## config.mk

```make
export PLATFORM = sky130hd
export DESIGN_NAME = gated_event_counter
export DESIGN_NICKNAME = d
export VERILOG_FILES = /design/src/shared/gec_pkg.sv /design/src/shared/pin_lvl_if.sv /design/src/rtl/pin_filter.sv /design/src/rtl/gated_event_counter.sv
export VERILOG_INCLUDE_DIRS = /design/src /design/src/shared
export SDC_FILE = /design/constraint.sdc
export NUM_CORES = 1
export LEC_CHECK = 0
export BUFFER_PORTS_ARGS = -buffer_cell sky130_fd_sc_hd__buf_2
export CELL_PAD_IN_SITES_DETAIL_PLACEMENT = 1
export CELL_PAD_IN_SITES_GLOBAL_PLACEMENT = 1
export CORE_UTILIZATION = 43
export CTS_CLUSTER_SIZE = 28
export DETAILED_ROUTE_END_ITERATION = 12
export PLACE_DENSITY = 0.78
export SLEW_MARGIN = 20
export SYNTH_ARGS = -nofsm -noshare
export SYNTH_HDL_FRONTEND = slang
export SYNTH_SLANG_ARGS = --single-unit
```

## constraint.sdc

```tcl
create_clock -name ref_clk -period 5.7 [get_ports ref_clk]
set_clock_uncertainty 0.1 [all_clocks]
set_input_delay 0.57 -clock ref_clk [delete_from_list [all_inputs] [get_ports ref_clk]]
set_output_delay 0.57 -clock ref_clk [all_outputs]
set_load 0.1 [all_outputs]
```

## src/shared/gated_event_counter_cfg.svh

```systemverilog
`ifndef GATED_EVENT_COUNTER_CFG_SVH
`define GATED_EVENT_COUNTER_CFG_SVH

// ********************************
// Register map
// ********************************
`define GEC_ADDR_W 8
`define GEC_CH_STRIDE 8'h10
`define GEC_OFS_CTRL 4'h0
`define GEC_OFS_TBDIV 4'h4
`define GEC_OFS_CMD 4'h8
`define GEC_OFS_COUNT 4'hc
`define GEC_OFS_SELECT 8'h20
`define GEC_OFS_GCMD 8'h24

// ********************************
// Field positions
// ********************************
`define GEC_CTRL_MODE_LSB 0
`define GEC_CTRL_MODE_MSB 2
`define GEC_CTRL_EDGE_BIT 4
`define GEC_STAT_WAIT_BIT 8
`define GEC_STAT_RUN_BIT 9
`define GEC_STAT_OPEN_BIT 10
`define GEC_STAT_OVF_BIT 11
`define GEC_STAT_BAD_BIT 12
`define GEC_CMD_START_BIT 0
`define GEC_CMD_STOP_BIT 1
`define GEC_CMD_CLEAR_BIT 2

// ********************************
// Reset values and limits
// ********************************
`define GEC_MODE_RST 3'h0
`define GEC_MODE_MAX 3'h4
`define GEC_EDGE_RST 1'h0
`define GEC_SELECT_RST 2'h3
`define GEC_SYNC_DEPTH 3

`endif

```

## src/shared/gec_pkg.sv

```systemverilog
package gec_pkg;

  // ********************************
  // Gate modes
  // ********************************
  typedef enum logic [2:0] {
    GATE_SOFT = 3'h0,
    GATE_HIGH = 3'h1,
    GATE_LOW = 3'h2,
    GATE_RISE = 3'h3,
    GATE_FALL = 3'h4
  } gate_mode_t;

  // ********************************
  // Channel states
  // ********************************
  typedef enum logic [2:0] {
    ST_IDLE = 3'h1,
    ST_WAIT = 3'h2,
    ST_RUN = 3'h4
  } chan_state_t;

endpackage : gec_pkg

```

## src/shared/pin_lvl_if.sv

```systemverilog
interface pin_lvl_if #(
  parameter int W = 4
);
  logic [W-1:0] raw;
  logic [W-1:0] lvl;
  modport filt (input raw, output lvl);
  modport user (output raw, input lvl);
endinterface : pin_lvl_if

```

## src/rtl/pin_filter.sv

```systemverilog
`include "gated_event_counter_cfg.svh"

module pin_filter #(
  parameter int W = 4
) (
  // Clock and reset
  input wire logic ref_clk,
  input wire logic reset,
  // Pin levels
  pin_lvl_if.filt pins
);
  import gec_pkg::*;

  typedef struct packed {
    logic [W-1:0] s1;
    logic [W-1:0] s2;
    logic [W-1:0] s3;
    logic [W-1:0] lvl;
  } filt_state_t;

  filt_state_t s_r;
  filt_state_t s_nxt;

  // ********************************
  // Three-stage sampling
  // ********************************
  // A level is taken only once stages two and three agree, so a single
  // metastable sample never reaches the edge detectors
  always_comb begin
    s_nxt = s_r;
    s_nxt.s1 = pins.raw;
    s_nxt.s2 = s_r.s1;
    s_nxt.s3 = s_r.s2;
    s_nxt.lvl = (s_r.lvl & (s_r.s2 ^ s_r.s3)) | (s_r.s3 & ~(s_r.s2 ^ s_r.s3));
  end

  always_ff @(posedge ref_clk) begin
    if (reset) begin
      s_r <= '0;
    end else begin
      s_r <= s_nxt;
    end
  end

  assign pins.lvl = s_r.lvl;

endmodule : pin_filter

```

## src/rtl/gated_event_counter.sv

```systemverilog
// The register offsets and the address-and-strobe port were chosen for this implementation.
`include "gated_event_counter_cfg.svh"

// What this block does
// RL1: One or two counters, each selectable and started independently, count external events.
// RL2: One high-going or low-going source transition is one counted event.
// RL3: Gate mode 0 ignores the gate; counting starts at the start command.
// RL4: Gate mode 1 counts only while the gate is high after start.
// RL5: Gate mode 2 counts only while the gate is low after start.
// RL6: Gate mode 3 waits for a rising gate edge after start, then counts.
// RL7: Gate mode 4 waits for a falling gate edge after start, then counts.
// RL8: Edge setting 0 counts low-to-high, setting 1 counts high-to-low transitions.
// RL9: A nonzero timebase setting counts internal timebase cycles instead of the source.
// RL10: A zero timebase setting, the default, counts the external source input.
// RL11: Each qualified edge adds exactly one; a closed gate holds the count.
// RL12: Source and gate levels must each stand at least two clock cycles.
module gated_event_counter #(
  parameter int NCH = 2,
  parameter int COUNT_W = 32,
  parameter int TB_W = 16
) (
  // Clock and reset
  input wire logic ref_clk,
  input wire logic reset,
  // Register port
  input wire logic [`GEC_ADDR_W-1:0] reg_addr,
  input wire logic [31:0] reg_wdata,
  input wire logic reg_wr,
  input wire logic reg_rd,
  output logic [31:0] reg_rdata,
  // Counter pins
  input wire logic [NCH-1:0] event_source_input,
  input wire logic [NCH-1:0] count_gate_input
);
  import gec_pkg::*;

  // ********************************
  // Parameter checks
  // ********************************
  if (NCH < 1 || NCH > 2) begin : g_bad_nch
    $error("NCH must be 1 or 2");
  end
  if (COUNT_W < 1 || COUNT_W > 32) begin : g_bad_count_w
    $error("COUNT_W must lie in 1..32");
  end
  if (TB_W < 1 || TB_W > 32) begin : g_bad_tb_w
    $error("TB_W must lie in 1..32");
  end

  // ********************************
  // State
  // ********************************
  typedef struct packed {
    logic [NCH-1:0][COUNT_W-1:0] count;
    logic [NCH-1:0][2:0] mode;
    logic [NCH-1:0] edge_sel;
    logic [NCH-1:0][TB_W-1:0] tb_div;
    logic [NCH-1:0][TB_W-1:0] tb_cnt;
    logic [NCH-1:0] tb_lvl;
    logic [NCH-1:0] cnt_prev;
    logic [NCH-1:0] gate_prev;
    chan_state_t [NCH-1:0] state;
    logic [NCH-1:0] ovf;
    logic [NCH-1:0] bad_mode;
    logic [NCH-1:0] sel;
    logic [31:0] rdata;
  } gec_state_t;

  gec_state_t s_r;
  gec_state_t s_nxt;

  // ********************************
  // Pin synchronisers
  // ********************************
  pin_lvl_if #(.W(2 * NCH)) pins ();

  assign pins.raw = {count_gate_input, event_source_input};

  pin_filter #(
    .W(2 * NCH)
  ) u_pin_filter (
    .ref_clk(ref_clk),
    .reset(reset),
    .pins(pins.filt)
  );

  logic [NCH-1:0] src_lvl;
  logic [NCH-1:0] gate_lvl;

  assign src_lvl = pins.lvl[NCH-1:0];
  assign gate_lvl = pins.lvl[2*NCH-1:NCH];

  // ********************************
  // Helpers
  // ********************************
  function automatic logic gate_open(input logic [2:0] mode, input logic gate);
    logic open;
    open = 1'b1;
    if (mode == GATE_HIGH) begin
      open = gate; // RL4
    end else if (mode == GATE_LOW) begin
      open = ~gate; // RL5
    end
    return open;
  endfunction : gate_open

  function automatic chan_state_t start_state(input logic [2:0] mode);
    chan_state_t st;
    st = ST_RUN; // RL3
    if (mode == GATE_RISE || mode == GATE_FALL) begin
      st = ST_WAIT;
    end
    return st;
  endfunction : start_state

  // ********************************
  // Address decode
  // ********************************
  logic in_chan;
  logic [1:0] ch_idx;
  logic [3:0] ch_ofs;

  always_comb begin
    ch_idx = reg_addr[5:4];
    ch_ofs = reg_addr[3:0];
    in_chan = (reg_addr < `GEC_OFS_SELECT) && (32'(ch_idx) < NCH);
  end

  // ********************************
  // Next state
  // ********************************
  always_comb begin
    logic cs;
    logic hit;
    logic gedge;
    logic do_start;
    logic do_stop;
    logic do_clear;
    logic [COUNT_W-1:0] base;
    logic [31:0] rd;
    cs = 1'b0;
    hit = 1'b0;
    gedge = 1'b0;
    do_start = 1'b0;
    do_stop = 1'b0;
    do_clear = 1'b0;
    base = '0;
    rd = 32'h0000_0000;
    s_nxt = s_r;

    // Global selection and commands
    if (reg_wr && reg_addr == `GEC_OFS_SELECT) begin
      s_nxt.sel = reg_wdata[NCH-1:0]; // RL1
    end

    for (int i = 0; i < NCH; i++) begin
      do_start = 1'b0;
      do_stop = 1'b0;
      do_clear = 1'b0;

      // Free-running timebase; its level toggles every tb_div clocks
      if (s_r.tb_div[i] != '0) begin
        if (s_r.tb_cnt[i] == TB_W'(s_r.tb_div[i] - 1'b1)) begin
          s_nxt.tb_cnt[i] = '0;
          s_nxt.tb_lvl[i] = ~s_r.tb_lvl[i];
        end else begin
          s_nxt.tb_cnt[i] = TB_W'(s_r.tb_cnt[i] + 1'b1);
        end
      end else begin
        s_nxt.tb_cnt[i] = '0;
        s_nxt.tb_lvl[i] = 1'b0;
      end

      // Counted signal and its edge
      if (s_r.tb_div[i] != '0) begin
        cs = s_r.tb_lvl[i]; // RL9
      end else begin
        cs = src_lvl[i]; // RL10
      end
      s_nxt.cnt_prev[i] = cs;
      if (s_r.edge_sel[i]) begin
        hit = ~cs & s_r.cnt_prev[i]; // RL2 RL8
      end else begin
        hit = cs & ~s_r.cnt_prev[i]; // RL2 RL8
      end

      // Gate edge for triggered start
      s_nxt.gate_prev[i] = gate_lvl[i];
      if (s_r.mode[i] == GATE_RISE) begin
        gedge = gate_lvl[i] & ~s_r.gate_prev[i];
      end else begin
        gedge = ~gate_lvl[i] & s_r.gate_prev[i];
      end

      // Channel registers
      if (reg_wr && in_chan && 32'(ch_idx) == i) begin
        unique case (ch_ofs)
          `GEC_OFS_CTRL: begin
            s_nxt.edge_sel[i] = reg_wdata[`GEC_CTRL_EDGE_BIT];
            // Codes beyond the last mode are refused; the old mode stays
            if (reg_wdata[`GEC_CTRL_MODE_MSB:`GEC_CTRL_MODE_LSB] <= `GEC_MODE_MAX) begin
              s_nxt.mode[i] = reg_wdata[`GEC_CTRL_MODE_MSB:`GEC_CTRL_MODE_LSB];
              s_nxt.bad_mode[i] = 1'b0;
            end else begin
              s_nxt.bad_mode[i] = 1'b1;
            end
          end
          `GEC_OFS_TBDIV: begin
            s_nxt.tb_div[i] = reg_wdata[TB_W-1:0];
            s_nxt.tb_cnt[i] = '0;
          end
          `GEC_OFS_CMD: begin
            do_start = reg_wdata[`GEC_CMD_START_BIT] & s_r.sel[i]; // RL1
            do_stop = reg_wdata[`GEC_CMD_STOP_BIT];
            do_clear = reg_wdata[`GEC_CMD_CLEAR_BIT];
          end
          default: begin
          end
        endcase
      end
      if (reg_wr && reg_addr == `GEC_OFS_GCMD && s_r.sel[i]) begin
        do_start = do_start | reg_wdata[`GEC_CMD_START_BIT]; // RL1
        do_stop = do_stop | reg_wdata[`GEC_CMD_STOP_BIT];
        do_clear = do_clear | reg_wdata[`GEC_CMD_CLEAR_BIT];
      end

      // Counting; a clear in the same cycle as an edge keeps the edge
      base = do_clear ? '0 : s_r.count[i];
      hit = hit & (s_r.state[i] == ST_RUN) & gate_open(s_r.mode[i], gate_lvl[i]);
      s_nxt.count[i] = COUNT_W'(base + COUNT_W'(hit)); // RL11
      s_nxt.ovf[i] = (s_r.ovf[i] & ~do_clear) | (hit & (&base));

      // Run control; stop beats start
      unique case (s_r.state[i])
        ST_IDLE: begin
          if (do_start && !do_stop) begin
            s_nxt.state[i] = start_state(s_r.mode[i]); // RL3
          end
        end
        ST_WAIT: begin
          if (do_stop) begin
            s_nxt.state[i] = ST_IDLE;
          end else if (gedge) begin
            s_nxt.state[i] = ST_RUN; // RL6 RL7
          end
        end
        ST_RUN: begin
          if (do_stop) begin
            s_nxt.state[i] = ST_IDLE;
          end
        end
        default: begin
          s_nxt.state[i] = ST_IDLE;
        end
      endcase
    end

    // Read data stand only in the cycle after the strobe
    if (reg_rd) begin
      if (in_chan) begin
        for (int i = 0; i < NCH; i++) begin
          if (32'(ch_idx) == i) begin
            unique case (ch_ofs)
              `GEC_OFS_CTRL: begin
                rd[`GEC_CTRL_MODE_MSB:`GEC_CTRL_MODE_LSB] = s_r.mode[i];
                rd[`GEC_CTRL_EDGE_BIT] = s_r.edge_sel[i];
                rd[`GEC_STAT_WAIT_BIT] = s_r.state[i] == ST_WAIT;
                rd[`GEC_STAT_RUN_BIT] = s_r.state[i] == ST_RUN;
                rd[`GEC_STAT_OPEN_BIT] = gate_open(s_r.mode[i], gate_lvl[i]);
                rd[`GEC_STAT_OVF_BIT] = s_r.ovf[i];
                rd[`GEC_STAT_BAD_BIT] = s_r.bad_mode[i];
              end
              `GEC_OFS_TBDIV: begin
                rd[TB_W-1:0] = s_r.tb_div[i];
              end
              `GEC_OFS_COUNT: begin
                rd[COUNT_W-1:0] = s_r.count[i];
              end
              default: begin
                rd = 32'h0000_0000;
              end
            endcase
          end
        end
      end else if (reg_addr == `GEC_OFS_SELECT) begin
        rd[NCH-1:0] = s_r.sel;
      end
    end
    s_nxt.rdata = rd;
  end

  // ********************************
  // Registers
  // ********************************
  always_ff @(posedge ref_clk) begin
    if (reset) begin
      s_r <= '0;
      for (int i = 0; i < NCH; i++) begin
        s_r.mode[i] <= `GEC_MODE_RST;
        s_r.edge_sel[i] <= `GEC_EDGE_RST;
        s_r.state[i] <= ST_IDLE;
      end
      s_r.sel <= NCH'(`GEC_SELECT_RST);
    end else begin
      s_r <= s_nxt;
    end
  end

  assign reg_rdata = s_r.rdata;

endmodule : gated_event_counter

```

==> out/results.tsv <==
stage	metric	value	unit
layout	drive_gt1_share	10.7	%
sta	relSlewSlack	33.9	%
pwr	p_switching	669	µW
synthesis	synthArstFlopShare	0	%
critical_path	critPathArrivalTime	4.98	ns
sta	worst_slack	1.02	ns
synthesis	synth-adder-area-share	1.25	%
synthesis	yosys.area_share.simple	26.8	%
floorplanning	die_h	154	µm
job	cap_viol_max_count	0	
floorplanning	die_area	23800	µm²
synthesis	synth_top_family_by_area	simple AND/OR/NAND/NOR gates	
min_path	min_path_type	in -> reg	
synthesis	synthesis.area	9980	µm²
sta	finalHoldViolCount	0	
synthesis	synth_edf_count	0	
sta	period_share	82.2	%
critical_path	crit_path_max_fanout	10	
global_route	gr-total-overflow	0	
sta	rsz0062_at_grt	false	
synthesis	syn_inst	1201	
pwr	p_leak	3.98	nW
layout	final_cell_mix	dfxtp_1, nor2_1, nand2_1	
sta	finalCriticalPeriod	4.68	ns
synthesis	synth_xor_area_share	10.9	%
routing	ant_nets	0	
clock_tree	tritoncts	done	
clock_tree	clockBufferDepth	3	
synthesis	synth_compound_area_share	12.9	%
floorplanning	pin_count	80	
sta	tns	0	ns
pwr	combPwrFrac	3.0	%
run_status	status	complete, no violations	
pwr	peakVddDrop	0.160	mV
pwr	p_sw_share	22.3	%
routing	drt-initial-drc-count	569	
place	gp_congestion	0.864	
synthesis	yosys.cell_types.count	71	
layout	insertedDiodeCount	0	
routing	drc	0	
routing	routedWlPerCell	19.0	µm
clock_tree	cts_max_level	1	
place	io_buffers	63	
clock_tree	cts_buffers	23	
clock_tree	clk_latency	0.53	ns
pwr	seq_power_share	47.5	%
sta	tightest_slew	0.992	ns
pwr	intPower	2.33	mW
routing	dr_total_vias	8669	
layout	layout.cells.most_common	dfxtp_1	
global_route	grt_pass1_vias	8932	
global_route	grt_pass1_wl	47400	µm
place	place_ws	1.06	ns
floorplanning	core	22700	µm²
routing	drt-total-wl	28700	µm
clock_tree	cts-resized-gates	0	
critical_path	critPathCaptureType	register	
synthesis	syn_nets	1259	
pwr	clockPowerShare	49.4	%
clock_tree	clkTransAtPathRegs	0.06	ns
layout	area_growth	10.2	%
global_route	grt_usage	24.7	%
floorplanning	rows	55	
clock_tree	cts.sinks	202	
synthesis	ys_warn_count	0	
layout	nets	1263	
critical_path	required	6.00	ns
routing	drtPass1Iterations	7	
pwr	power.density	272	nW/µm²
critical_path	startpoint_type	register	
synthesis	synth-seq-cells	202	
place	dp_hpwl	20400	µm
global_route	antenna_found_initial	0	
routing	post_drt_via_cell_ratio	5.75	
synthesis	yosys-mux-area-fraction	1.91	%
floorplanning	start_util	43.9	%
global_route	grt_max_degree	77	
synthesis	yosysSeqAreaShare	40.5	%
critical_path	crit_type	reg -> reg	
sta	setup_viol	0	
clock_tree	ctsRootBufferMaster	clkbuf_16	
clock_tree	ctsHoldBuffers	0	
sta	maxSlewViolCount	0	
synthesis	synth_flop_cell	dfxtp_1	
synthesis	syn_area_per_cell	8.31	µm²
clock_tree	cts_setup_buffers	0	
floorplanning	die_w	154	µm
sta	fmax	213	MHz
## logic make-up after synthesis
family,after synthesis
AND/OR/NAND/NOR,546
flip-flops,202
adder cells (fa/ha/maj),10
AO/OA/AOI/OAI,187
buffers and inverters,113
multiplexers,19
XOR/XNOR,124
## cells in the mapped netlist (all sizes together), types with 19 or more instances
library cell | n | share of area (%)
dfxtp | 202 | 41
nor2 | 166 | 6.2
nand2 | 132 | 5.0
xor2 | 74 | 6.5
a21oi | 60 | 3.0
nand3 | 56 | 2.8
clkbuf | 51 | 1.9
xnor2 | 50 | 4.4
buf | 43 | 3.1
and3 | 30 | 1.9
o21ai | 30 | 1.5
nor3 | 25 | 1.3
nor2b | 24 | 1.5
nand4 | 20 | 1.3
inv | 19 | 0.71
mux2i | 19 | 1.9
## routing by layer
metal | share of wire [%] | global-route usage, % | vias to the layer above | wire [µm]
met5 | 0 | 0 | - | 0
met4 | 2.4 | 6.46 | 0 | 692
met3 | 6.2 | 4.37 | 49 | 1770
met2 | 47 | 41.4 | 219 | 13400
met1 | 45 | 32.6 | 4250 | 12800
li1 | - | - | 4151 | -
## final timing paths
path / startpoint / endpoint / slack (ns) / depth (start not counted)
max: s_r[109] / s_r[172] / 1.02 / 13
min: count_gate_input[1] / u_pin_filter.s_nxt[11] / 0.16 / 2
max reg2reg: s_r[109] / s_r[172] / 1.02 / 13
min reg2reg: u_pin_filter.s_nxt[10] / u_pin_filter.s_nxt[6] / 0.34 / 1
## power groups by stage
stage / combinational (mW) / sequential, mW / clock [mW]
2_1_floorplan: 0.0549 / 1.45 / 0
3_3_place_gp: 0.0881 / 1.45 / 0
3_5_place_dp: 0.0903 / 1.46 / 0
4_1_cts: 0.0905 / 1.42 / 1.51
5_1_grt: 0.0989 / 1.42 / 1.58
6_report: 0.0903 / 1.42 / 1.48
## worst max-delay path, cell delays in order (launching register included)
cell and delay [ns]:
dfxtp_1 0.42, or4_1 0.60, or3_1 0.41, nand4b_1 0.26, mux2i_1 0.21, or3_1 0.35
a2111oi_2 0.49, ha_1 0.29, ha_1 0.23, and2_1 0.47, nand3_1 0.26, nor3_1 0.24
xor2_1 0.17, nor2_1 0.05
## stage by stage
| step | total power [mW] | utilization (%) | cells | hold slack (ns) | instance area, µm² |
|---|---|---|---|---|---|
| finish | 3.00 | 48.4 | 1507 | 0.160 | 11000 |
| global placement | 1.54 | 45.1 | 1465 | 0.322 | 10200 |
| global route | 3.10 | 48.4 | 1507 | 0.156 | 11000 |
| detailed placement | 1.55 | 45.1 | 1465 | 0.330 | 10200 |
| CTS | 3.03 | 48.4 | 1507 | 0.150 | 11000 |
| floorplan | 1.51 | - | 1201 | 0.314 | 9980 |
## flip-flops by register name, indices dropped and copies added (netlist names), named ones only
register            flops
u_pin_filter.s_r        4
u_pin_filter.s_nxt      8
s_r                   154
reg_rdata              32
## layout make-up
cell class	count	area, µm²
inverters	19	71.3
clock buffers	35	691
clock inverters	7	63.8
repair buffers	73	390
multi-input cells	886	5380
well taps	285	357
flip-flops and latches	202	4040
fillers	2767	11700
No activity file was read; power rests on OpenSTA's default activity.
